**src/pkg/pmdb_pkg.sv**
```systemverilog
// package: register map and field layout of the module-disable bank
package pmdb_pkg;

  // register byte offsets on the apb bus
  localparam logic [7:0] OFF_PRI_SEVEN  = 8'h00;
  localparam logic [7:0] OFF_PRI_EIGHT  = 8'h04;
  localparam logic [7:0] OFF_SEC_LOCK   = 8'h08;
  localparam logic [7:0] OFF_SEC_ONE    = 8'h0C;
  localparam logic [7:0] OFF_SEC_TWO    = 8'h10;
  localparam logic [7:0] OFF_SEC_FOUR   = 8'h14;
  localparam logic [7:0] OFF_SEC_SIX    = 8'h18;
  localparam logic [7:0] OFF_SEC_SEVEN  = 8'h1C;

  // implemented-bit masks; all other positions read zero
  localparam logic [15:0] MASK_PRI_SEVEN = 16'h0108;
  localparam logic [15:0] MASK_PRI_EIGHT = 16'h183E;
  localparam logic [15:0] MASK_SEC_LOCK  = 16'h0800;
  localparam logic [15:0] MASK_SEC_ONE   = 16'h0EA9;
  localparam logic [15:0] MASK_SEC_TWO   = 16'h000F;
  localparam logic [15:0] MASK_SEC_FOUR  = 16'h0008;
  localparam logic [15:0] MASK_SEC_SIX   = 16'h0300;
  localparam logic [15:0] MASK_SEC_SEVEN = 16'h0702;

  // every implemented field clears at reset
  localparam logic [15:0] REG_RESET      = 16'h0000;

  // field positions
  localparam int UNLOCK_BIT   = 11;
  localparam int P7_CMP1      = 8;
  localparam int P7_TRIG      = 3;
  localparam int P8_EDGE2     = 12;
  localparam int P8_EDGE1     = 11;
  localparam int P8_CELL_LO   = 2;
  localparam int P8_CURRENT   = 1;
  localparam int S1_TIMER1    = 11;
  localparam int S1_ENCODER   = 10;
  localparam int S1_PWM       = 9;
  localparam int S1_I2C1      = 7;
  localparam int S1_UART1     = 5;
  localparam int S1_SPI1      = 3;
  localparam int S1_ADC       = 0;
  localparam int S4_REFCLK    = 3;
  localparam int S6_DMA0      = 8;
  localparam int S7_CMP1      = 8;
  localparam int S7_GAIN      = 1;

  // per-module disable outputs
  typedef struct packed {
    logic       comparator1_off;
    logic       trigger_generator_off;
    logic       edge_serial2_off;
    logic       edge_serial1_off;
    logic [3:0] logic_cell_off;
    logic       current_source_off;
  } pmdb_pri_off_s;

  typedef struct packed {
    logic       timer1_off;
    logic       encoder_off;
    logic       pwm_off;
    logic       i2c1_off;
    logic       uart1_off;
    logic       spi1_off;
    logic       adc_off;
    logic [3:0] capcomp_off;
    logic       refclk_out_off;
    logic [1:0] dma_chan_off;
    logic [2:0] comparator_off;
    logic       gain_amp_off;
  } pmdb_sec_off_s;

endpackage

```
**src/hw/pmdb_bank.sv**
```systemverilog
// design: apb register bank driving per-module disable outputs
//
// Design decisions made here: the address map and register access over APB.
`timescale 1ns/100ps
`default_nettype none

// How it works
// - secondary disable bits take writes only while the unlock bit is 1.
// - every implemented field clears to zero at reset.
// - unimplemented bits read zero and ignore writes.
// - a disable field set to 1 turns its module off, 0 leaves it on.
// - primary seven holds comparator 1 at bit 8, trigger gen at bit 3.
// - primary eight holds edge serial 2 and 1 at bits 12 and 11.
// - primary eight holds logic cells 4..1 at bits 5 down to 2.
// - primary eight holds current source at bit 1, rest unimplemented.
// - the eighth register with those fields exists only for primary.
// - secondary one holds timer 1, encoder, pwm at bits 11, 10, 9.
// - secondary one holds i2c1 bit 7, uart1 bit 5, spi1 bit 3, adc 0.
// - secondary two holds capture/compare 4..1 at bits 3 down to 0.
// - secondary four holds reference clock output off at bit 3.
// - secondary six holds dma channel 1 at bit 9 and channel 0 at bit 8.
// - secondary seven holds comparators 3, 2, 1 at bits 10, 9, 8.
// - secondary seven holds gain amplifier at bit 1, rest unimplemented.
module pmdb_bank (
  input  wire logic                    pclk,
  input  wire logic                    presetn,
  input  wire logic                    psel,
  input  wire logic                    penable,
  input  wire logic                    pwrite,
  input  wire logic [7:0]              paddr,
  input  wire logic [31:0]             pwdata,
  input  wire logic [3:0]              pstrb,
  output logic      [31:0]             prdata,
  output logic                         pready,
  output logic                         pslverr,
  output pmdb_pkg::pmdb_pri_off_s      pri_off,
  output pmdb_pkg::pmdb_sec_off_s      sec_off
);

  logic [15:0] primary_disable_seven;
  logic [15:0] primary_disable_eight;
  logic [15:0] secondary_disable_lock;
  logic [15:0] secondary_disable_one;
  logic [15:0] secondary_disable_two;
  logic [15:0] secondary_disable_four;
  logic [15:0] secondary_disable_six;
  logic [15:0] secondary_disable_seven;
  logic        disable_write_unlock;
  logic        setup;
  logic        wr_go;
  logic        hit;
  logic [15:0] wdata;
  logic [15:0] next_rdata;

  // setup phase decode; answer comes one cycle later in the access phase
  assign setup = psel & ~penable;
  assign wr_go = psel & penable & pwrite & pready;
  assign disable_write_unlock =
    secondary_disable_lock[pmdb_pkg::UNLOCK_BIT];

  // byte strobes merged into the low halfword; a dead lane writes zeros
  always_comb begin
    wdata = {pstrb[1] ? pwdata[15:8] : 8'h00,
             pstrb[0] ? pwdata[7:0]  : 8'h00};
  end

  // pready raised for exactly one access-phase cycle (one wait-free answer)
  always_ff @(posedge pclk or negedge presetn) begin
    if (!presetn) begin
      pready <= 1'b0;
    end else begin
      pready <= setup;
    end
  end

  // address decode for mapped offsets
  always_comb begin
    case (paddr)
      pmdb_pkg::OFF_PRI_SEVEN,
      pmdb_pkg::OFF_PRI_EIGHT,
      pmdb_pkg::OFF_SEC_LOCK,
      pmdb_pkg::OFF_SEC_ONE,
      pmdb_pkg::OFF_SEC_TWO,
      pmdb_pkg::OFF_SEC_FOUR,
      pmdb_pkg::OFF_SEC_SIX,
      pmdb_pkg::OFF_SEC_SEVEN: hit = 1'b1;
      default:                 hit = 1'b0;
    endcase
  end

  // read mux; masks keep unimplemented bits at zero
  always_comb begin
    case (paddr)
      pmdb_pkg::OFF_PRI_SEVEN: next_rdata = primary_disable_seven;
      pmdb_pkg::OFF_PRI_EIGHT: next_rdata = primary_disable_eight;
      pmdb_pkg::OFF_SEC_LOCK:  next_rdata = secondary_disable_lock;
      pmdb_pkg::OFF_SEC_ONE:   next_rdata = secondary_disable_one;
      pmdb_pkg::OFF_SEC_TWO:   next_rdata = secondary_disable_two;
      pmdb_pkg::OFF_SEC_FOUR:  next_rdata = secondary_disable_four;
      pmdb_pkg::OFF_SEC_SIX:   next_rdata = secondary_disable_six;
      pmdb_pkg::OFF_SEC_SEVEN: next_rdata = secondary_disable_seven;
      default:                 next_rdata = 16'h0000;
    endcase
  end

  // read data and error registered at setup so they stand in the access cycle
  always_ff @(posedge pclk or negedge presetn) begin
    if (!presetn) begin
      prdata  <= 32'h0000_0000;
      pslverr <= 1'b0;
    end else if (setup) begin
      prdata  <= pwrite ? 32'h0000_0000 : {16'h0000, next_rdata};
      pslverr <= ~hit;
    end else if (pready) begin
      prdata  <= 32'h0000_0000;
      pslverr <= 1'b0;
    end
  end

  // primary registers: no lock in this bank, writes always land
  always_ff @(posedge pclk or negedge presetn) begin
    if (!presetn) begin
      primary_disable_seven <= pmdb_pkg::REG_RESET;
      primary_disable_eight <= pmdb_pkg::REG_RESET;
    end else if (wr_go) begin
      if (paddr == pmdb_pkg::OFF_PRI_SEVEN)
        primary_disable_seven <= wdata & pmdb_pkg::MASK_PRI_SEVEN;
      if (paddr == pmdb_pkg::OFF_PRI_EIGHT)
        primary_disable_eight <= wdata & pmdb_pkg::MASK_PRI_EIGHT;
    end
  end

  // unlock register itself is always writable, else it could never open
  always_ff @(posedge pclk or negedge presetn) begin
    if (!presetn) begin
      secondary_disable_lock <= pmdb_pkg::REG_RESET;
    end else if (wr_go && paddr == pmdb_pkg::OFF_SEC_LOCK) begin
      secondary_disable_lock <= wdata & pmdb_pkg::MASK_SEC_LOCK;
    end
  end

  // secondary disables: writes dropped silently while locked
  always_ff @(posedge pclk or negedge presetn) begin
    if (!presetn) begin
      secondary_disable_one   <= pmdb_pkg::REG_RESET;
      secondary_disable_two   <= pmdb_pkg::REG_RESET;
      secondary_disable_four  <= pmdb_pkg::REG_RESET;
      secondary_disable_six   <= pmdb_pkg::REG_RESET;
      secondary_disable_seven <= pmdb_pkg::REG_RESET;
    end else if (wr_go && disable_write_unlock) begin
      case (paddr)
        pmdb_pkg::OFF_SEC_ONE:
          secondary_disable_one <= wdata & pmdb_pkg::MASK_SEC_ONE;
        pmdb_pkg::OFF_SEC_TWO:
          secondary_disable_two <= wdata & pmdb_pkg::MASK_SEC_TWO;
        pmdb_pkg::OFF_SEC_FOUR:
          secondary_disable_four <= wdata & pmdb_pkg::MASK_SEC_FOUR;
        pmdb_pkg::OFF_SEC_SIX:
          secondary_disable_six <= wdata & pmdb_pkg::MASK_SEC_SIX;
        pmdb_pkg::OFF_SEC_SEVEN:
          secondary_disable_seven <= wdata & pmdb_pkg::MASK_SEC_SEVEN;
        default: ;
      endcase
    end
  end

  // disable outputs: registered copy, one cycle behind the stored field
  always_ff @(posedge pclk or negedge presetn) begin
    if (!presetn) begin
      pri_off <= '0;
      sec_off <= '0;
    end else begin
      pri_off.comparator1_off <=
        primary_disable_seven[pmdb_pkg::P7_CMP1];
      pri_off.trigger_generator_off <=
        primary_disable_seven[pmdb_pkg::P7_TRIG];
      pri_off.edge_serial2_off <=
        primary_disable_eight[pmdb_pkg::P8_EDGE2];
      pri_off.edge_serial1_off <=
        primary_disable_eight[pmdb_pkg::P8_EDGE1];
      pri_off.logic_cell_off <=
        primary_disable_eight[pmdb_pkg::P8_CELL_LO +: 4];
      pri_off.current_source_off <=
        primary_disable_eight[pmdb_pkg::P8_CURRENT];
      sec_off.timer1_off  <= secondary_disable_one[pmdb_pkg::S1_TIMER1];
      sec_off.encoder_off <= secondary_disable_one[pmdb_pkg::S1_ENCODER];
      sec_off.pwm_off     <= secondary_disable_one[pmdb_pkg::S1_PWM];
      sec_off.i2c1_off    <= secondary_disable_one[pmdb_pkg::S1_I2C1];
      sec_off.uart1_off   <= secondary_disable_one[pmdb_pkg::S1_UART1];
      sec_off.spi1_off    <= secondary_disable_one[pmdb_pkg::S1_SPI1];
      sec_off.adc_off     <= secondary_disable_one[pmdb_pkg::S1_ADC];
      sec_off.capcomp_off <= secondary_disable_two[3:0];
      sec_off.refclk_out_off <=
        secondary_disable_four[pmdb_pkg::S4_REFCLK];
      sec_off.dma_chan_off <=
        secondary_disable_six[pmdb_pkg::S6_DMA0 +: 2];
      sec_off.comparator_off <=
        secondary_disable_seven[pmdb_pkg::S7_CMP1 +: 3];
      sec_off.gain_amp_off <=
        secondary_disable_seven[pmdb_pkg::S7_GAIN];
    end
  end

endmodule

`default_nettype wire

```
**config.mk**
```make
export PLATFORM = sky130hd
export DESIGN_NAME = pmdb_bank
export DESIGN_NICKNAME = d
export VERILOG_FILES = /design/src/pkg/pmdb_pkg.sv /design/src/hw/pmdb_bank.sv
export SDC_FILE = /design/constraint.sdc
export NUM_CORES = 1
export LEC_CHECK = 0
export ABC_AREA = 1
export BUFFER_PORTS_ARGS = -buffer_cell sky130_fd_sc_hd__buf_2
export CAP_MARGIN = 20
export CORE_UTILIZATION = 45
export DETAILED_ROUTE_END_ITERATION = 8
export PLACE_DENSITY = 0.78
export SLEW_MARGIN = 20
export SYNTH_ARGS = -nofsm -noshare
export SYNTH_HDL_FRONTEND = slang
export SYNTH_SLANG_ARGS = --single-unit
```
**constraint.sdc**
```tcl
create_clock -name pclk -period 2.05 [get_ports pclk]
set_clock_uncertainty 0.2 [all_clocks]
set_input_delay 0.5125 -clock pclk [delete_from_list [all_inputs] [get_ports pclk]]
set_output_delay 0.5125 -clock pclk [all_outputs]
set_load 0.05 [all_outputs]
```
==> results of run 1 <==
-- per-stage QoR --
step	worst slack (ns)	TNS (ns)	instance area, um2	power (mW)	std cells
after global placement	0.01766	0	3196	1.603	426
after detailed placement	-0.01801	-0.03259	3196	1.608	426
after CTS	0.2917	0	3373	2.591	441
final	0.3045	0	3373	2.573	441
after floorplan	0.3325	0	2913	1.557	305
after global routing	0.1573	0	3373	2.672	441
-- state kept, by name (all words and copies together) (netlist names) --
signal	flops
sec_off	18
prdata	12
pri_off	9
primary_disable_eight	7
secondary_disable_one	7
secondary_disable_seven	4
secondary_disable_two	4
primary_disable_seven	2
secondary_disable_six	2
pready	1
pslverr	1
secondary_disable_four	1
secondary_disable_lock	1
-- power breakdown --
group	switching (mW)	leakage (nW)	internal (mW)
Sequential	0.00321	0.941	1.37
Combinational	0.175	0.912	0.0357
Clock	0.462	0.0926	0.531
Total	0.640	1.95	1.93
-- logic make-up after synthesis --
logic type | share of synthesized area (%)
flops | 60.77
buf+inv | 8.718
other cells | 0.1320
simple gates | 23.12
compound gates | 7.266
-- area by class of cell --
type	instances	area, um2
repair buffers	68	355.3
multi-input cells	193	938.4
well taps	75	93.84
fillers	517	2618
flip-flops and latches	69	1727
inverters	21	81.33
clock buffers	14	172.7
clock inverters	1	5.005
-- how the worst min path moves through the flow --
stage	from	end	slack (ns)	cells past startpoint
after global routing	presetn	pri_off[4]	0.03	2
final	presetn	sec_off[9]	-0.004	2
after floorplan	presetn	prdata[0]	0.02	0
after CTS	presetn	primary_disable_eight[2]	0.01	2
after detailed placement	primary_disable_eight[12]	pri_off[6]	0.17	0
after global placement	primary_disable_eight[4]	pri_off[3]	0.16	0
-- metal layers --
metal  track usage [%]  vias to the layer above  wire length (um)
met5                 0                        -                 0
met4             11.61                        0               159
met3             3.889                       14               292
met2             32.08                       77              2950
met1             24.82                     1018              2539
li1                  -                     1017                 -
-- cells in the final DEF (no fill, tap or decap), drive strengths merged --
master	count
a21oi	1
o31ai	3
clkinv	2
buf	68
dfrtp	69
nand3	14
o21bai	1
nand2	107
conb	20
nand4	2
inv	20
clkbuf	14
a31oi	1
o21ai	27
nor3	1
nor2	16
==> reports/results.txt, run 1 <==
vias in the first global route = 2,052
CP Cell Sequence = buf_2
Final Util = 56.31%
maxcap violations = 0
io pins = 110
core area = 5991 um2
Worst Setup End Kind = output pin
Clk pin slew, worst setup/hold paths = 0.07 ns
# setup viols final = 0
First DRT Iteration DRCs = 133
run status = finished, violations left
Buffers & Inverters on Critical Path = 1
sequential share of the synthesized area = 60.77%
Yosys reg bits = 69
Tot GR Track Use = 19.86%
Cell Rows = 28
max_slew headroom = 34.84%
crit path launch type = flip-flop
worst r2r dst = prdata[4]
Die Wd = 81.47 um
Detailed Routing Iterations Pass 1 = 4
largest net degree at the start of global routing = 70
number of remaining DRC errors = 0
area grow syn2layout = 18.71%
top post-synthesis cells by area = dfrtp_1, nand2_1, buf_4, nand3_1, o21ai_2
WL final = 5.941 mm
synth cell count leaders = nand2_1, dfrtp_1, buf_4
synthesized area = 2841 um2
count leader, synth = nand2_1
failing checks = hold timing
Critical Path RT = 1.34 ns
Clock H-tree levels = 3
antenna violations before repair = 0
Starting Density = 47.43%
crit path DAT = 1.03 ns
fmax = 572.9 MHz
post-DR vias/cell = 4.821
clock latency on the worst-skew pair = 0.34 ns
clock tree buffer depth = 2
die footprint = 6637 um2
Post-synth ARST share = 100.0%
pins over their slew limit = 0
Worst Setup SP = pready
remaining global-route overflow = 0
ys flop type = dfrtp_1
dominant cell type by area after synthesis = dfrtp_1
Root Driver = clkbuf_8
Final min period = 1.746 ns
wire per inst = 13.47 um
Crit path max-delay family = flip-flops
Peak VDD IR = 366.9 uV
post-route antenna net violation count = 0
share of layout cells above drive strength 1 = 30.33%
RSZ-0062 raised after global routing = false
crit-path max FO = 3
worst reg2reg path startpoint = pready
Post-CTS Setup Bufs = 0
r2r worst-path depth = 3
worst hold path type = in -> async
WHS = -0.003941 ns
clock sink count = 69
antenna fix cells = 0
number of port buffers = 67
synthesized instance count = 286
hold_buf cts = 0
Worst Max-Slew Pin Slew = 0.9738 ns
CP peak stage delay = 0.41 ns
final worst path period share = 85.15%
post_cts resized = 0
via count = 2,126
EDFF count, synth = 0
Nets = 411
CTS tree = yes
Syn. warnings = 0
CP Class = reg -> out
top-area cell type share of the netlist area = 60.77%
Critical Path Stages = 1
wire length of the first global-routing pass = 9.508 mm
worst setup path end = pready
Fin. Hold Viols = 6
total CTS buffers = 9
Post-Syn Area per Cell = 9.935 um2
Die Y = 81.47 um
RD Place Congestion = 0.7998
Slowest cell on crit path = dfrtp_1
P per Cell Area = 762.7 nW/um2
r2r setup slk = 0.34 ns
leakage power = 1.946 nW
post-synth cell types = 27
hpwl dp = 4.160 mm
Power figures use the tool's default switching activity.
==> run 2, diff against run 1 <==
Settings changed: GPL_TIMING_DRIVEN set to 0, MAX_ROUTING_LAYER set to met4, PLACE_DENSITY 0.78 to 0.82.
==> run 2 against run 1 <==
Against the previous run:
- the run now ends clean
- flip-flop and latch count did not move
- power rose by 1.8%
- register-to-register slack improved by 0.18 ns
- clock power barely moved
- sequential power barely moved
- sequential share of layout area fell by 2.7 points
- critical path depth did not move
- via count rose by 3.2%
- final cell count rose by 5.2%
- non-clock buffer count rose by 23
- worst setup slack got worse by 0.0088 ns
- routed wire length rose by 4.7%
- largest cell class unchanged
==> reports/results.txt, run 2 (synthesized netlist as in run 1, its figures left out) <==
run status = finished clean
vias in the first global route = 2,184
max reg flops = 18
largest net degree at the start of global routing = 50
CP Cell Sequence = buf_2
antenna violations before repair = 0
cell area after layout = 3560 um2
Worst Setup SP = pready
sw frac = 25.07%
final worst path period share = 85.58%
hold_sp = primary_disable_eight[4]
Reg power frac = 52.3%
post-route antenna net violation count = 0
Filler cells = 511
Detailed Routing Iterations Pass 1 = 4
wire length of the first global-routing pass = 10.14 mm
Tot GR Track Use = 21.83%
Post-CTS Setup Bufs = 0
Critical Path RT = 1.34 ns
via count = 2,193
crit-path max FO = 3
crit path DAT = 1.04 ns
Hold Path Stages = 0
r2r worst-path depth = 6
Clock Power Share = 38.3%
core area = 5991 um2
hpwl dp = 4.552 mm
maxcap violations = 0
Starting Density = 47.43%
number of remaining DRC errors = 0
Gate power share = 9.4%
Root Driver = clkbuf_8
leakage power = 2.073 nW
WL final = 6.218 mm
die footprint = 6637 um2
total CTS buffers = 9
clock tree buffer depth = 2
worst reg2reg path startpoint = pready
DP Cell Count = 448
overall power after layout = 2.620 mW
Crit path max-delay family = flip-flops
pre-CTS WS = 0.1436 ns
P per Cell Area = 735.9 nW/um2
post-route insts no fill = 464
# setup viols final = 0
share of layout cells above drive strength 1 = 34.19%
FF/Latch Area = 1727 um2
remaining global-route overflow = 0
CP peak stage delay = 0.40 ns
Nets = 434
Final min period = 1.754 ns
Worst Setup End Kind = output pin
post-DR vias/cell = 4.726
Hold Path End = pri_off[3]
internal power = 1.963 mW
worst r2r dst = secondary_disable_one[9]
Die Y = 81.47 um
CP Class = reg -> out
Cell Rows = 28
Peak VDD IR = 359.7 uV
worst hold path type = reg -> reg
sw power = 0.6567 mW
antenna fix cells = 0
area grow syn2layout = 25.28%
wire per inst = 13.40 um
multi-input logic area = 938.4 um2
Die Wd = 81.47 um
commonest non-fill, non-tap cells in the layout = nand2_1, dfrtp_1, buf_2
Clock H-tree levels = 3
placed cell areas = 3372 um2
r2r setup slk = 0.52 ns
io pins = 110
Clk pin slew, worst setup/hold paths = 0.07 ns
WHS = 0.1835 ns
crit path launch type = flip-flop
Biggest register = sec_off
Fin. Hold Viols = 0
Buffers & Inverters on Critical Path = 1
number of port buffers = 67
First DRT Iteration DRCs = 147
fmax = 570.0 MHz
RSZ-0062 raised after global routing = false
clock latency on the worst-skew pair = 0.34 ns
RD Place Congestion = 0.7663
clock sink count = 69
CTS tree = yes
post_cts resized = 0
pins over their slew limit = 0
commonest non-fill, non-tap cell in the layout = nand2_1
worst setup margin = 0.2957 ns
Largest regs = sec_off: 18 flops, prdata: 12 flops, pri_off: 9 flops
Slowest cell on crit path = dfrtp_1
-- run 2: cell types whose count changed in the layout (fill, tap and decap cells not counted) --
| cell | before | now |
|---|---|---|
| dlygate4sd3_1 | 0 | 1 |
| buf_4 | 0 | 21 |
| buf_12 | 1 | 0 |
| buf_16 | 0 | 1 |
| buf_6 | 0 | 1 |
-- run 2: how the worst max path moves through the flow --
stage                                      to  cells past startpoint
detailed placement   secondary_disable_one[9]                     10
CTS                                    pready                      1
global route                           pready                      1
global placement                   sec_off[5]                      1
floorplan           secondary_disable_one[11]                      6
finish                                 pready                      1
-- run 2: through the flow --
stage                     util, %  setup TNS (ns)
final                       59.42               0
after global routing        59.42               0
after CTS                   59.42               0
after detailed placement    56.29               0
after global placement      55.79         -0.2302
after floorplan                 -               0
-- run 2: per-layer routing --
| layer | vias up | share of wire (%) | track usage, % |
|---|---|---|---|
| li1 | 1064 | - | - |
| met1 | 1060 | 42 | 25.79 |
| met2 | 60 | 51 | 35.50 |
| met3 | 9 | 5.5 | 5.444 |
| met4 | 0 | 1.6 | 9.286 |
| met5 | - | 0 | - |
-- run 2: layout make-up --
cell class / instances / area share [%]
Clock buffer: 14 / 4.851
Clock inverter: 1 / 0.1406
Multi-Input combinational cell: 193 / 26.36
Tap cell: 75 / 2.636
Timing Repair Buffer: 69 / 10.54
Inverter: 21 / 2.285
Sequential cell: 69 / 48.51
Buffer: 22 / 4.675
-- run 2: power groups by stage --
stage | Combinational, mW | Sequential [mW] | Clock (mW)
after floorplan | 0.149 | 1.41 | 0
after global placement | 0.236 | 1.39 | 0
after detailed placement | 0.247 | 1.39 | 0
after CTS | 0.249 | 1.37 | 1.01
after global routing | 0.269 | 1.37 | 1.07
final | 0.247 | 1.37 | 1.00
-- run 2: timing repair --
action / 4_1_cts / 5_1_grt
endpoints found under the setup margin: 0 / 0
hold buffers: 1 / 0
endpoints found under the hold margin: 20 / 0
